--- src/dcre_pkg.sv ---
/*
 * Constants shared by the eight-channel transfer engine: register map,
 * control field positions, mode encodings and fixed request numbers.
 * Assumes a 16-bit register port with byte addresses and a word-wide
 * dual-port transfer RAM with byte lane enables.
 */
package dcre_pkg;

  // ************************************************************
  // Sizes.
  // ************************************************************
  localparam int NCH = 8;            // Number of identical channels.
  localparam int CHW = 3;            // Width of a channel index.
  localparam int NLINES = 128;       // Peripheral request lines.
  localparam int SELW = 7;           // Width of the line select field.
  localparam int DW = 16;            // Register and data width.
  localparam int AW = 11;            // Transfer RAM byte address width.
  localparam int PAW = 10;           // Peripheral register address width.
  localparam int CNTW = 10;          // Block length field width.
  localparam int RAW = 9;            // Register port byte address width.

  // ************************************************************
  // Register map: per channel block of 32 bytes, then globals.
  // ************************************************************
  localparam logic [2:0] REG_CTRL = 3'h0;       // Channel control.
  localparam logic [2:0] REG_REQ_SEL = 3'h1;    // Channel request select.
  localparam logic [2:0] REG_START_A = 3'h2;    // First buffer start.
  localparam logic [2:0] REG_START_B = 3'h3;    // Second buffer start.
  localparam logic [2:0] REG_PERIPH = 3'h4;     // Peripheral address.
  localparam logic [2:0] REG_COUNT = 3'h5;      // Transfers per block less one.
  localparam logic [2:0] REG_INT_STATUS = 3'h0; // Global: sticky events.
  localparam logic [2:0] REG_INT_CLEAR = 3'h1;  // Global: write one to clear.
  localparam logic [2:0] REG_INT_ENABLE = 3'h2; // Global: interrupt enables.
  localparam logic [2:0] REG_CHAN_STATE = 3'h3; // Global: live channel state.

  // ************************************************************
  // Control register fields.
  // ************************************************************
  localparam int CTRL_EN = 15;       // Channel enable.
  localparam int CTRL_BYTE = 14;     // One byte per transfer when set.
  localparam int CTRL_TO_PERIPH = 13;// RAM to peripheral when set.
  localparam int CTRL_HALF = 12;     // Interrupt at half block.
  localparam int CTRL_AMODE_LO = 4;  // Addressing mode, two bits.
  localparam int CTRL_BMODE_LO = 0;  // Block mode, two bits.
  localparam logic [DW-1:0] CTRL_MASK = 16'hf033;
  localparam int REQ_FORCE = 15;     // Manual transfer trigger.

  // Addressing modes.
  localparam logic [1:0] AMODE_INC = 2'h0;    // Post-increment.
  localparam logic [1:0] AMODE_FIXED = 2'h1;  // Held address.
  localparam logic [1:0] AMODE_PERIPH = 2'h2; // Peripheral indirect.

  // Block modes.
  localparam logic [1:0] BMODE_CONT = 2'h0;     // Continuous.
  localparam logic [1:0] BMODE_ONESHOT = 2'h1;  // One block then stop.
  localparam logic [1:0] BMODE_PP_CONT = 2'h2;  // Alternating, continuous.
  localparam logic [1:0] BMODE_PP_ONE = 2'h3;   // Alternating, both then stop.

  // Fixed peripheral request numbers (examples of the line mapping).
  localparam logic [SELW-1:0] RQ_UART1_RX = 7'h0b;
  localparam logic [SELW-1:0] RQ_UART1_TX = 7'h0c;
  localparam logic [SELW-1:0] RQ_ADC1 = 7'h0d;
  localparam int NUM_SOURCES = 20;   // Peripherals that can raise lines.

  // Transfer engine states, one-hot.
  typedef enum logic [3:0] {
    ST_IDLE = 4'h1,
    ST_READ = 4'h2,
    ST_DATA = 4'h4,
    ST_WRITE = 4'h8
  } dcre_state_t;

endpackage

--- src/dcre_dma_engine.sv ---
/*
 * Eight-channel transfer engine with register port, request selection,
 * manual forcing, addressing and block modes, and block interrupts.
 * Assumes request lines, RAM and peripheral ports are on sys_clk, and
 * that both read ports return data the cycle after their read strobe.
 */
`timescale 1ns/1ps
module dcre_dma_engine
  import dcre_pkg::*;
(
  input wire logic sys_clk,
  input wire logic rst,
  input wire logic [RAW-1:0] reg_addr,
  input wire logic [DW-1:0] reg_wdata,
  input wire logic reg_write,
  input wire logic reg_read,
  output logic [DW-1:0] reg_rdata,
  input wire logic [NLINES-1:0] peripheral_transfer_request_line,
  input wire logic [AW-1:0] periph_ind_addr,
  output logic [AW-2:0] ram_addr,
  output logic [1:0] ram_be,
  output logic ram_we,
  output logic ram_re,
  output logic [DW-1:0] ram_wdata,
  input wire logic [DW-1:0] ram_rdata,
  output logic [PAW-1:0] periph_addr,
  output logic periph_we,
  output logic periph_re,
  output logic [DW-1:0] periph_wdata,
  input wire logic [DW-1:0] periph_rdata,
  output logic irq
);

  // ************************************************************
  // Declarations.
  // ************************************************************
  logic [DW-1:0] ctrl_reg [NCH];          // Channel control.
  logic [SELW-1:0] line_sel_reg [NCH];    // request_line_select field.
  logic force_reg [NCH];                  // Manual trigger flag.
  logic [AW-1:0] start_a_reg [NCH];       // First buffer start.
  logic [AW-1:0] start_b_reg [NCH];       // Second buffer start.
  logic [PAW-1:0] paddr_reg [NCH];        // Peripheral register address.
  logic [CNTW-1:0] count_reg [NCH];       // Block length less one.
  logic [AW-1:0] cur_addr_reg [NCH];      // Held RAM address.
  logic [CNTW-1:0] done_reg [NCH];        // Transfers done in this block.
  logic pp_sel_reg [NCH];                 // Second buffer in use.
  logic pend_reg [NCH];                   // Latched channel_trigger_request.
  logic line_prev_reg [NCH];              // Selected line, one cycle back.
  logic [NCH-1:0] int_status_reg;         // Sticky channel events.
  logic [NCH-1:0] int_enable_reg;         // Interrupt enables.
  logic [NCH-1:0] ready;                  // Channels asking for service.
  logic [NCH-1:0] event_pulse;            // Block or half-block events.
  logic [AW-1:0] eff_addr [NCH];          // RAM address for the next move.
  dcre_state_t state_reg;                 // Engine state.
  logic [CHW-1:0] svc_reg;                // Channel being served.
  logic [AW-1:0] xfer_addr_reg;           // RAM byte address of this move.
  logic [CHW-1:0] pick;                   // Arbitration winner.
  logic grant;                            // Engine takes a channel now.
  logic step;                             // A move finishes now.
  logic [DW-1:0] src_data;                // Data fetched from the source.
  logic chan_hit;                         // Register access hits a channel.
  logic glob_hit;                         // Register access hits globals.
  logic [CHW-1:0] acc_ch;                 // Channel addressed by software.
  logic [2:0] acc_sel;                    // Register within the block.

  assign acc_ch = reg_addr[7:5];
  assign acc_sel = reg_addr[4:2];
  assign chan_hit = !reg_addr[8];
  assign glob_hit = reg_addr[8];

  // ************************************************************
  // Per-channel logic.
  // ************************************************************
  // Every channel is the same hardware with its own register set.
  genvar c;
  generate
    for (c = 0; c < NCH; c++) begin : g_ch
      logic wr_here;            // Software writes this channel block.
      logic my_step;            // Engine completes a move for us.
      logic is_last;            // This move ends the block.
      logic half_hit;           // This move reaches half block.
      logic [AW-1:0] next_base; // Start of the following block.
      logic stop_now;           // One-shot ends the channel here.
      logic [CNTW:0] half_pt;   // Moves that make up half a block.
      logic sel_line;           // The chosen request line.

      assign wr_here = reg_write && chan_hit && (acc_ch == CHW'(c));
      assign my_step = step && (svc_reg == CHW'(c));
      assign is_last = (done_reg[c] == count_reg[c]);
      assign half_pt = (CNTW+1)'((count_reg[c] + 11'h001) >> 1);
      assign half_hit = ({1'b0, done_reg[c]} + 11'h001) == half_pt;
      // Alternating modes swap buffers; others return to the first.
      assign next_base = (ctrl_reg[c][CTRL_BMODE_LO+1] && !pp_sel_reg[c]) ?
                         start_b_reg[c] : start_a_reg[c];
      // One-shot stops at block end; alternating one-shot after both.
      assign stop_now = (ctrl_reg[c][CTRL_BMODE_LO+1:CTRL_BMODE_LO] == BMODE_ONESHOT) ||
                        ((ctrl_reg[c][CTRL_BMODE_LO+1:CTRL_BMODE_LO] == BMODE_PP_ONE) &&
                         pp_sel_reg[c]);
      // Any of the 128 lines can trigger; twenty are wired to sources.
      assign sel_line = peripheral_transfer_request_line[line_sel_reg[c]];
      // Peripheral indirect ORs the peripheral's bits into the start.
      assign eff_addr[c] =
        (ctrl_reg[c][CTRL_AMODE_LO+1:CTRL_AMODE_LO] == AMODE_PERIPH) ?
        ((pp_sel_reg[c] ? start_b_reg[c] : start_a_reg[c]) | periph_ind_addr) :
        cur_addr_reg[c];
      // Forced channels run regardless of the line.
      assign ready[c] = ctrl_reg[c][CTRL_EN] && (force_reg[c] || pend_reg[c]);
      // Half-block replaces the full-block event when selected.
      assign event_pulse[c] = my_step &&
                              (ctrl_reg[c][CTRL_HALF] ? half_hit : is_last);

      // Control register; one-shot completion drops the enable.
      always_ff @(posedge sys_clk or posedge rst) begin
        if (rst) begin
          ctrl_reg[c] <= 16'h0000;
        end else if (wr_here && acc_sel == REG_CTRL) begin
          ctrl_reg[c] <= reg_wdata & CTRL_MASK;
        end else if (my_step && is_last && stop_now) begin
          ctrl_reg[c][CTRL_EN] <= 1'b0;
        end
      end

      // Plain configuration registers.
      always_ff @(posedge sys_clk or posedge rst) begin
        if (rst) begin
          line_sel_reg[c] <= 7'h00;
          start_a_reg[c] <= 11'h000;
          start_b_reg[c] <= 11'h000;
          paddr_reg[c] <= 10'h000;
          count_reg[c] <= 10'h000;
        end else if (wr_here) begin
          unique case (acc_sel)
            REG_REQ_SEL: line_sel_reg[c] <= reg_wdata[SELW-1:0];
            REG_START_A: start_a_reg[c] <= reg_wdata[AW-1:0];
            REG_START_B: start_b_reg[c] <= reg_wdata[AW-1:0];
            REG_PERIPH: paddr_reg[c] <= reg_wdata[PAW-1:0];
            REG_COUNT: count_reg[c] <= reg_wdata[CNTW-1:0];
            default: ;
          endcase
        end
      end

      // Force: writing one sets it, writing zero does nothing, and the
      // end of the forced move clears it. A set in the same cycle wins.
      always_ff @(posedge sys_clk or posedge rst) begin
        if (rst) begin
          force_reg[c] <= 1'b0;
        end else if (wr_here && acc_sel == REG_REQ_SEL && reg_wdata[REQ_FORCE]) begin
          force_reg[c] <= 1'b1;
        end else if (my_step) begin
          force_reg[c] <= 1'b0;
        end
      end

      // Rising edge on the chosen line latches a trigger while in
      // automatic mode; a new edge beats the grant that clears it.
      always_ff @(posedge sys_clk or posedge rst) begin
        if (rst) begin
          line_prev_reg[c] <= 1'b0;
          pend_reg[c] <= 1'b0;
        end else begin
          line_prev_reg[c] <= sel_line;
          if (sel_line && !line_prev_reg[c] && !force_reg[c] &&
              ctrl_reg[c][CTRL_EN]) begin
            pend_reg[c] <= 1'b1;
          end else if (grant && pick == CHW'(c)) begin
            pend_reg[c] <= 1'b0;
          end
        end
      end

      // Address, block progress and buffer selection.
      always_ff @(posedge sys_clk or posedge rst) begin
        if (rst) begin
          cur_addr_reg[c] <= 11'h000;
          done_reg[c] <= 10'h000;
          pp_sel_reg[c] <= 1'b0;
        end else if (wr_here && acc_sel == REG_CTRL && reg_wdata[CTRL_EN] &&
                     !ctrl_reg[c][CTRL_EN]) begin
          // Enabling a channel starts a fresh block in the first buffer.
          cur_addr_reg[c] <= start_a_reg[c];
          done_reg[c] <= 10'h000;
          pp_sel_reg[c] <= 1'b0;
        end else if (my_step) begin
          if (is_last) begin
            cur_addr_reg[c] <= next_base;
            done_reg[c] <= 10'h000;
            pp_sel_reg[c] <= ctrl_reg[c][CTRL_BMODE_LO+1] && !pp_sel_reg[c];
          end else begin
            done_reg[c] <= done_reg[c] + 10'h001;
            if (ctrl_reg[c][CTRL_AMODE_LO+1:CTRL_AMODE_LO] == AMODE_INC) begin
              // Bytes advance by one, words by two.
              cur_addr_reg[c] <= cur_addr_reg[c] +
                                 (ctrl_reg[c][CTRL_BYTE] ? 11'h001 : 11'h002);
            end
          end
        end
      end

      // Sticky event bit; a new event beats a clear in the same cycle.
      always_ff @(posedge sys_clk or posedge rst) begin
        if (rst) begin
          int_status_reg[c] <= 1'b0;
        end else if (event_pulse[c]) begin
          int_status_reg[c] <= 1'b1;
        end else if (reg_write && glob_hit && acc_sel == REG_INT_CLEAR &&
                     reg_wdata[c]) begin
          int_status_reg[c] <= 1'b0;
        end
      end
    end
  endgenerate

  // ************************************************************
  // Arbitration.
  // ************************************************************
  // Lowest channel number wins; a busy engine grants nothing.
  always_comb begin
    pick = '0;
    for (int i = NCH - 1; i >= 0; i--) begin
      if (ready[i]) begin
        pick = CHW'(i);
      end
    end
  end

  assign grant = (state_reg == ST_IDLE) && (|ready);
  assign step = (state_reg == ST_WRITE);
  // Source data arrives the cycle after the read strobe.
  assign src_data = ctrl_reg[svc_reg][CTRL_TO_PERIPH] ? ram_rdata : periph_rdata;

  // ************************************************************
  // Transfer engine.
  // ************************************************************
  // The engine owns separate RAM and peripheral ports, so no processor
  // bus cycle is ever taken. One move costs four cycles.
  always_ff @(posedge sys_clk or posedge rst) begin
    if (rst) begin
      state_reg <= ST_IDLE;
      svc_reg <= '0;
      xfer_addr_reg <= 11'h000;
      ram_addr <= '0;
      ram_be <= 2'h0;
      ram_we <= 1'b0;
      ram_re <= 1'b0;
      ram_wdata <= 16'h0000;
      periph_addr <= 10'h000;
      periph_we <= 1'b0;
      periph_re <= 1'b0;
      periph_wdata <= 16'h0000;
    end else begin
      unique case (state_reg)
        ST_IDLE: begin
          if (grant) begin
            svc_reg <= pick;
            xfer_addr_reg <= eff_addr[pick];
            state_reg <= ST_READ;
            if (ctrl_reg[pick][CTRL_TO_PERIPH]) begin
              // RAM is the source.
              ram_re <= 1'b1;
              ram_addr <= eff_addr[pick][AW-1:1];
              ram_be <= 2'h3;
            end else begin
              periph_re <= 1'b1;
              periph_addr <= paddr_reg[pick];
            end
          end
        end
        ST_READ: begin
          ram_re <= 1'b0;
          periph_re <= 1'b0;
          state_reg <= ST_DATA;
        end
        ST_DATA: begin
          state_reg <= ST_WRITE;
          if (ctrl_reg[svc_reg][CTRL_TO_PERIPH]) begin
            periph_we <= 1'b1;
            periph_addr <= paddr_reg[svc_reg];
            if (ctrl_reg[svc_reg][CTRL_BYTE]) begin
              // Byte from the addressed lane, zero above.
              periph_wdata <= xfer_addr_reg[0] ? {8'h00, src_data[15:8]} :
                                                 {8'h00, src_data[7:0]};
            end else begin
              periph_wdata <= src_data;
            end
          end else begin
            ram_we <= 1'b1;
            ram_addr <= xfer_addr_reg[AW-1:1];
            if (ctrl_reg[svc_reg][CTRL_BYTE]) begin
              // Low byte copied to both lanes, one lane enabled.
              ram_wdata <= {src_data[7:0], src_data[7:0]};
              ram_be <= xfer_addr_reg[0] ? 2'h2 : 2'h1;
            end else begin
              ram_wdata <= src_data;
              ram_be <= 2'h3;
            end
          end
        end
        ST_WRITE: begin
          ram_we <= 1'b0;
          periph_we <= 1'b0;
          state_reg <= ST_IDLE;
        end
      endcase
    end
  end

  // ************************************************************
  // Interrupt enable and output.
  // ************************************************************
  // Enable register; the output lags status by one cycle so it can
  // leave a flip-flop directly.
  always_ff @(posedge sys_clk or posedge rst) begin
    if (rst) begin
      int_enable_reg <= 8'h00;
    end else if (reg_write && glob_hit && acc_sel == REG_INT_ENABLE) begin
      int_enable_reg <= reg_wdata[NCH-1:0];
    end
  end

  always_ff @(posedge sys_clk or posedge rst) begin
    if (rst) begin
      irq <= 1'b0;
    end else begin
      irq <= |(int_status_reg & int_enable_reg);
    end
  end

  // ************************************************************
  // Register read port.
  // ************************************************************
  // Data stands for exactly the cycle after the strobe; unmapped or
  // write-only addresses read zero.
  always_ff @(posedge sys_clk or posedge rst) begin
    if (rst) begin
      reg_rdata <= 16'h0000;
    end else if (!reg_read) begin
      reg_rdata <= 16'h0000;
    end else if (chan_hit) begin
      unique case (acc_sel)
        REG_CTRL: reg_rdata <= ctrl_reg[acc_ch];
        // Bits 14..7 are unimplemented and read zero.
        REG_REQ_SEL: reg_rdata <= {force_reg[acc_ch], 8'h00, line_sel_reg[acc_ch]};
        REG_START_A: reg_rdata <= {5'h00, start_a_reg[acc_ch]};
        REG_START_B: reg_rdata <= {5'h00, start_b_reg[acc_ch]};
        REG_PERIPH: reg_rdata <= {6'h00, paddr_reg[acc_ch]};
        REG_COUNT: reg_rdata <= {6'h00, count_reg[acc_ch]};
        default: reg_rdata <= 16'h0000;
      endcase
    end else begin
      unique case (acc_sel)
        REG_INT_STATUS: reg_rdata <= {8'h00, int_status_reg};
        REG_INT_ENABLE: reg_rdata <= {8'h00, int_enable_reg};
        REG_CHAN_STATE: reg_rdata <= {4'h0, state_reg != ST_IDLE, svc_reg,
                                      pp_sel_reg[7], pp_sel_reg[6], pp_sel_reg[5],
                                      pp_sel_reg[4], pp_sel_reg[3], pp_sel_reg[2],
                                      pp_sel_reg[1], pp_sel_reg[0]};
        default: reg_rdata <= 16'h0000;
      endcase
    end
  end

endmodule

--- config.mk ---
export PLATFORM = sky130hd
export DESIGN_NAME = dcre_dma_engine
export DESIGN_NICKNAME = d
export VERILOG_FILES = /design/src/dcre_pkg.sv /design/src/dcre_dma_engine.sv
export SDC_FILE = /design/constraint.sdc
export NUM_CORES = 2
export LEC_CHECK = 0
export BUFFER_PORTS_ARGS = -buffer_cell sky130_fd_sc_hd__buf_2
export CORE_ASPECT_RATIO = 1.2
export CORE_MARGIN = 2
export CORE_UTILIZATION = 57
export DETAILED_ROUTE_END_ITERATION = 6
export PLACE_DENSITY = 0.79
export SLEW_MARGIN = 20
export SYNTH_ARGS = -nofsm -noshare
export SYNTH_HDL_FRONTEND = slang
export SYNTH_SLANG_ARGS = --single-unit
export TNS_END_PERCENT = 5
--- constraint.sdc ---
create_clock -name sys_clk -period 28.5 [get_ports sys_clk]
set_input_delay 5.7 -clock sys_clk [delete_from_list [all_inputs] [get_ports sys_clk]]
set_output_delay 5.7 -clock sys_clk [all_outputs]
set_load 0.1 [all_outputs]
After elaboration in Yosys (flattened, before gate mapping):

Index checks and enable logic that the tools add are counted.

* register bits: 765
* input bits: 200
* output and inout bits: 75
* logic and storage cells: 873

* add/sub/neg operators: 32
* $lt $le $gt $ge: 11
* equality and inequality tests: 76
* muxes and demuxes: 278
* bitwise gates (word level): 13
* reductions and logical operators: 336

Operators by type and width (count)
* 11-bit 2-to-1 mux: 62
* 10-bit 2-to-1 mux: 38
* 10-bit by 1-bit adder with 11-bit output, second input constant: 16
* 1-bit logical AND: 149
* 16-bit binary-select mux with 3-bit select: 3
* 2-bit AND reduction: 61
* 10-bit binary-select mux with 3-bit select: 4
* 1-bit 2-to-1 mux: 112
* 16-bit 2-to-1 mux: 7
* 2-bit nonzero test: 51
* 11-bit binary-select mux with 3-bit select: 3
* 16-bit case mux with 6 select lines: 1
* 11-bit by 2-bit adder with 11-bit output: 8
* 11-bit by 10-bit == test with 1-bit output: 8
* 11-bit OR: 8
* 10-bit by 1-bit adder with 10-bit output, second input constant: 8
* 10-bit == test: 8
* 7-bit by 8-bit less-than comparator with 1-bit output, second input constant: 8
* 1-bit binary-select mux with 7-bit select: 8
* 3-bit == test, second input constant: 14
* 10-bit case mux with 2 select lines: 2
* 12-bit case mux with 3 select lines: 1
* 1-bit logical NOT: 33
* 2-bit == test, second input constant: 16
* 33 further kinds: 117

Depth between registers and ports, before layout:

* depth in word-level cells: 17
* mapped depth: 12
* mapped depth without buffers: 10

Least setup slack after synthesis:

Ideal clock, no wire load.

* path type: in2reg
* start point: in reg_addr[5]
* end point: reg reg_rdata[2]
* library setup time: 0.133 ns
* arrival time: 7.933 ns
* data required time: 28.367 ns
* setup slack: 20.434 ns
* cell stages on the path: 8
* path buffers: 3
* path through: buf_2 buf_2 buf_1 mux4_2 mux2i_1 o22ai_1 a2111oi_0 nor2_1

* longest elaborated chain between the ends: 7
* elaborated cells on any way between the ends: 22
* those cells by class: mux (21); bitwise (1)

RTL lines
* from (decl): RTL line dcre_dma_engine.sv:13 `input wire logic [RAW-1:0] reg_addr,`
* 3-bit NOT with 4-bit output (not written as such) *
* 10-bit binary-select mux with 3-bit select, or another cell as far along: RTL line dcre_dma_engine.sv:347 `REG_COUNT: reg_rdata <= {6'h00, count_reg[acc_ch]};`
* 10-bit 2-to-1 mux (not written as such), or another cell as far along (2 in series): RTL line dcre_dma_engine.sv:347
* 16-bit case mux with 6 select lines *: RTL line dcre_dma_engine.sv:340 `unique case (acc_sel)`
* 16-bit 2-to-1 mux *: RTL line dcre_dma_engine.sv:339 `end else if (chan_hit) begin`
* 16-bit 2-to-1 mux *: RTL line dcre_dma_engine.sv:337 `end else if (!reg_read) begin`
* to (signal assigned): RTL line dcre_dma_engine.sv:341 `REG_CTRL: reg_rdata <= ctrl_reg[acc_ch];`
* to (signal assigned): RTL line dcre_dma_engine.sv:343 `REG_REQ_SEL: reg_rdata <= {force_reg[acc_ch], 8'h00, line_sel_reg[acc_ch]};`
* to (signal assigned): RTL line dcre_dma_engine.sv:347
* to (decl): RTL line dcre_dma_engine.sv:17 `output logic [DW-1:0] reg_rdata,`

Every way passes the cells marked *; elsewhere a longest branch is shown, timed or not. The select of a mux whose other input is x is not followed.
A chain may end at the register's enable or synchronous reset.

Worst setup path in the final report:

* start point: in reg_addr[7]
* end point: reg cur_addr_reg[39] (netlist bit)

* longest elaborated chain between the ends: 7
* elaborated cells on any way between the ends: 9
* those cells by class: eq/ne (1); mux (1); reduce/logical (7)

RTL lines
* 3-bit == test *: RTL line dcre_dma_engine.sv:87 `assign wr_here = reg_write && chan_hit && (acc_ch == CHW'(c));`
* 1-bit logical AND *: RTL line dcre_dma_engine.sv:87
* 1-bit logical AND * (3 in series): RTL line dcre_dma_engine.sv:178 `end else if (wr_here && acc_sel == REG_CTRL && reg_wdata[CTRL_EN] &&`
* 3-bit nonzero test (no source line) or 2-bit nonzero test (tied branches)
* 2-bit AND reduction (no source line)
* to (signal, indexed assignment): RTL line dcre_dma_engine.sv:181 `cur_addr_reg[c] <= start_a_reg[c];`
* to (signal, indexed assignment): RTL line dcre_dma_engine.sv:186 `cur_addr_reg[c] <= next_base;`
* to (signal, indexed assignment): RTL line dcre_dma_engine.sv:193 `cur_addr_reg[c] <= cur_addr_reg[c] +`
* to (decl): RTL line dcre_dma_engine.sv:44 `logic [AW-1:0] cur_addr_reg [NCH];`

Every way passes the cells marked *; elsewhere a longest branch is shown, timed or not.

==> flow_metrics.env <==
export IMPL_status="complete, but fails checks"
export IMPL_violations="design-rule violations"
export IMPL_synth_seq_cells=765
export IMPL_grt_overflow_total=0
export IMPL_postCtsHoldBufs=0
export IMPL_yosysWarnings=0
export IMPL_grt_pass1_vias=44400
export IMPL_worstPathBufferInverterCount=4
export IMPL_whs_ns=0.4767
export IMPL_cts_tree="done"
export IMPL_post_cts_resized=0
export IMPL_crit_family="simple AND/OR/NAND/NOR gates"
export IMPL_yosysTopAreaCellShare_pct=35.70
export IMPL_clk_pin_slew_worst_paths_ns=0.07
export IMPL_vias_per_cell=7.222
export IMPL_clock_skew_ns=0.04999
export IMPL_grt_pass1_wl_mm=284.9
export IMPL_slew_headroom_pct=20.36
export IMPL_grtUsageTotal_pct=39.32
export IMPL_routed_wl_mm=190.2
export IMPL_synthCells=4889
export IMPL_cts_max_level=3
export IMPL_gp_congestion=1.029
export IMPL_setup_tns_ns=0
export IMPL_die_h_um=339.8
export IMPL_hold_viol=0
export IMPL_syn_area_per_cell_um2=10.95
export IMPL_synth_top_area_cell="dfrtp_1"
export IMPL_die_w_um=283.8
export IMPL_min_period_ns=9.449
export IMPL_ioPinCount=275
export IMPL_cp_arrival_ns=10.00
export IMPL_insertion_delay_ns=0.69
export IMPL_cp_start_kind="primary input"
export IMPL_fin_nets=5199
export IMPL_clockRootBuffer="clkbuf_16"
export IMPL_cts_sinks=765
export IMPL_io_buffer_count=271
export IMPL_p_per_area_nw_per_um2=73.58
export IMPL_nFillCells=7317
export IMPL_synthArstFlopShare_pct=100.0
export IMPL_antenna_found_initial=25
export IMPL_fin_crit_sh_pct=33.15
export IMPL_numCtsBuffers=79
export IMPL_ys_seq_area_share_pct=35.75
export IMPL_drv_slew=0
export IMPL_synthTopCellsByArea="dfrtp_1 (36%), mux4_2 (20%), mux2_2 (10%)"
export IMPL_setup_violations_final=0
export IMPL_tightest_slew_ns=1.190
export IMPL_synth_flop_cell="dfrtp_1"
export IMPL_worst_setup_path_type="in2reg"
export IMPL_fmax_mhz=105.8
export IMPL_area_delta_synth_final_pct=9.115
export IMPL_leakagePower_uw=0.02416
export IMPL_cpPeakStageDelay_ns=0.73
export IMPL_multi_input_comb_area_um2=32700
export IMPL_sequential_cell_area_um2=19160
export IMPL_initial_core_util_pct=57.32
export IMPL_rsz0062_at_grt="false"
export IMPL_row_count=123
export IMPL_fp_dieArea_um2=96420
export IMPL_wl_per_cell_um=30.30
export IMPL_layout_drive_gt1_share_pct=30.15
export IMPL_synth_nets=5129
export IMPL_grt_max_degree=169
export IMPL_synth_edf_count=0
export IMPL_cp_required_ns=29.05
export IMPL_firstDrtPassIters=7
export IMPL_hp_class="reg2reg"
export IMPL_crit_path_frequent_cell="buf_4"
export IMPL_netlist_area_um2=53550
export IMPL_drt_iter0_markers=5596
export IMPL_end_kind="flop"
export IMPL_path_cells="buf_2, buf_4, nand2b_1, nor2_1, nand2_1, nor3_1, buf_4, or2_2, o21ai_1, buf_4, o21ai_0, o31ai_1"
export IMPL_num_vias=45340
export IMPL_clockBufferDepth=3
export IMPL_drc=1
export IMPL_cts_setup_buffers=0
export IMPL_ys_types=81
export IMPL_cp_max_fo=54
export IMPL_maxCapViolations=0
export IMPL_antenna_left=0
export IMPL_coreArea_um2=93420
export IMPL_cp_slowest_cell="nor3_1"
export IMPL_ir_worst_vdd_v=0.00007843
export IMPL_hpwlAfterDp_mm=133.2
-- cell families after synthesis --
family	Yosys count	share of synthesized area, %
xor gates and xnor gates	331	5.440
muxes	1051	31.96
adders and majority gates	40	1.047
buffers and inverters	444	3.353
AOI/OAI and AO/OA	923	10.67
and+or+nand+nor	1335	11.77
DFF	765	35.75
-- report_power, final --
| part | internal (uW) | switching [uW] | total [uW] |
|---|---|---|---|
| Clock | 614 | 470 | 1080 |
| Combinational | 616 | 1100 | 1720 |
| Sequential | 1260 | 237 | 1500 |
-- synthesized netlist by cell type, drive strengths merged, types with 9 or more instances --
master / n
dfrtp: 764
mux2: 501
mux4: 477
nand2: 422
nor2: 340
o21ai: 336
clkbuf: 261
xnor2: 199
a21oi: 191
nand3: 165
xor2: 131
buf: 111
nor2b: 95
and3: 77
o22ai: 76
mux2i: 73
inv: 71
nor3: 54
a211oi: 49
a2111oi: 46
nand2b: 39
ha: 32
nand4: 30
nor4: 27
a31oi: 26
a22oi: 25
nand3b: 24
o211ai: 23
o31ai: 19
or3: 19
a22o: 18
o221ai: 16
a21o: 14
and2: 11
o21a: 11
o22a: 10
o32a: 10
o41ai: 9
-- final timing paths --
kind                                                 to                      start  cells past startpoint  slack, ns
max in group asynchronous      done_reg[13]$_DFFE_PP0P_                        rst                      5      20.07
hold / removal                ram_wdata[13]$_DFFE_PP0P_  ram_wdata[13]$_DFFE_PP0P_                      2       0.48
setup / recovery           cur_addr_reg[39]$_DFFE_PP0P_                reg_addr[7]                     12      19.05
min in group asynchronous  cur_addr_reg[68]$_DFFE_PP0P_                        rst                      2       5.13
setup reg to reg                ram_addr[7]$_DFFE_PP0P_     svc_reg[0]$_DFFE_PP0P_                      7      24.16
hold reg to reg               ram_wdata[13]$_DFFE_PP0P_  ram_wdata[13]$_DFFE_PP0P_                      2       0.48
-- cells in the final DEF, fill, tap and decap left out, drive strengths merged, types with 23 or more instances in the layout --
| cell type | instances |
|---|---|
| nor4 | 27 |
| a2111oi | 46 |
| o22ai | 76 |
| o211ai | 23 |
| nor3 | 54 |
| nor2b | 95 |
| xor2 | 131 |
| inv | 75 |
| dfrtp | 764 |
| ha | 32 |
| a22oi | 25 |
| nand2b | 39 |
| a31oi | 26 |
| nand3 | 165 |
| buf | 361 |
| mux4 | 477 |
| nand3b | 24 |
| o21ai | 336 |
| nor2 | 340 |
| mux2 | 501 |
| nand2 | 422 |
| clkbuf | 111 |
| a211oi | 49 |
| mux2i | 73 |
| and3 | 77 |
| xnor2 | 199 |
| nand4 | 30 |
| a21oi | 191 |
-- routing by layer --
metal / wire length [um] / vias up / global-route usage [%]
met5: 165 / - / 0
li1: - / 18600 / -
met4: 17120 / 26 / 28.54
met3: 26240 / 965 / 13.08
met1: 63360 / 22070 / 48.00
met2: 83370 / 3681 / 58.60
-- worst min-delay path, stage by stage, from the launching register on --
cell and delay (ns):
dfrtp_1 0.34, nand2_1 0.04, o21ai_0 0.06
-- area by class of cell --
| cell class | instances | area share [%] |
|---|---|---|
| Tap cell | 1250 | 2.677 |
| Clock inverter | 32 | 0.7217 |
| Multi-Input combinational cell | 3680 | 55.97 |
| Clock buffer | 111 | 3.812 |
| Inverter | 72 | 0.4754 |
| Antenna cell | 7 | 0.02998 |
| Timing Repair Buffer | 361 | 3.531 |
| Sequential cell | 765 | 32.79 |
-- stage by stage --
stage | total power (uW) | std cells | utilization [%] | worst slack, ns | instance area (um2)
CTS | 4250 | 6271 | 62.51 | 19.37 | 58390
floorplan | 2662 | 4889 | - | 1.329 | 53550
global route | 4456 | 6274 | 62.53 | 19.11 | 58420
global placement | 3131 | 6128 | 59.67 | 18.71 | 55740
finish | 4299 | 6278 | 62.55 | 19.05 | 58430
detailed placement | 3171 | 6128 | 59.68 | 18.65 | 55750
Power figures use the tool's default switching activity.
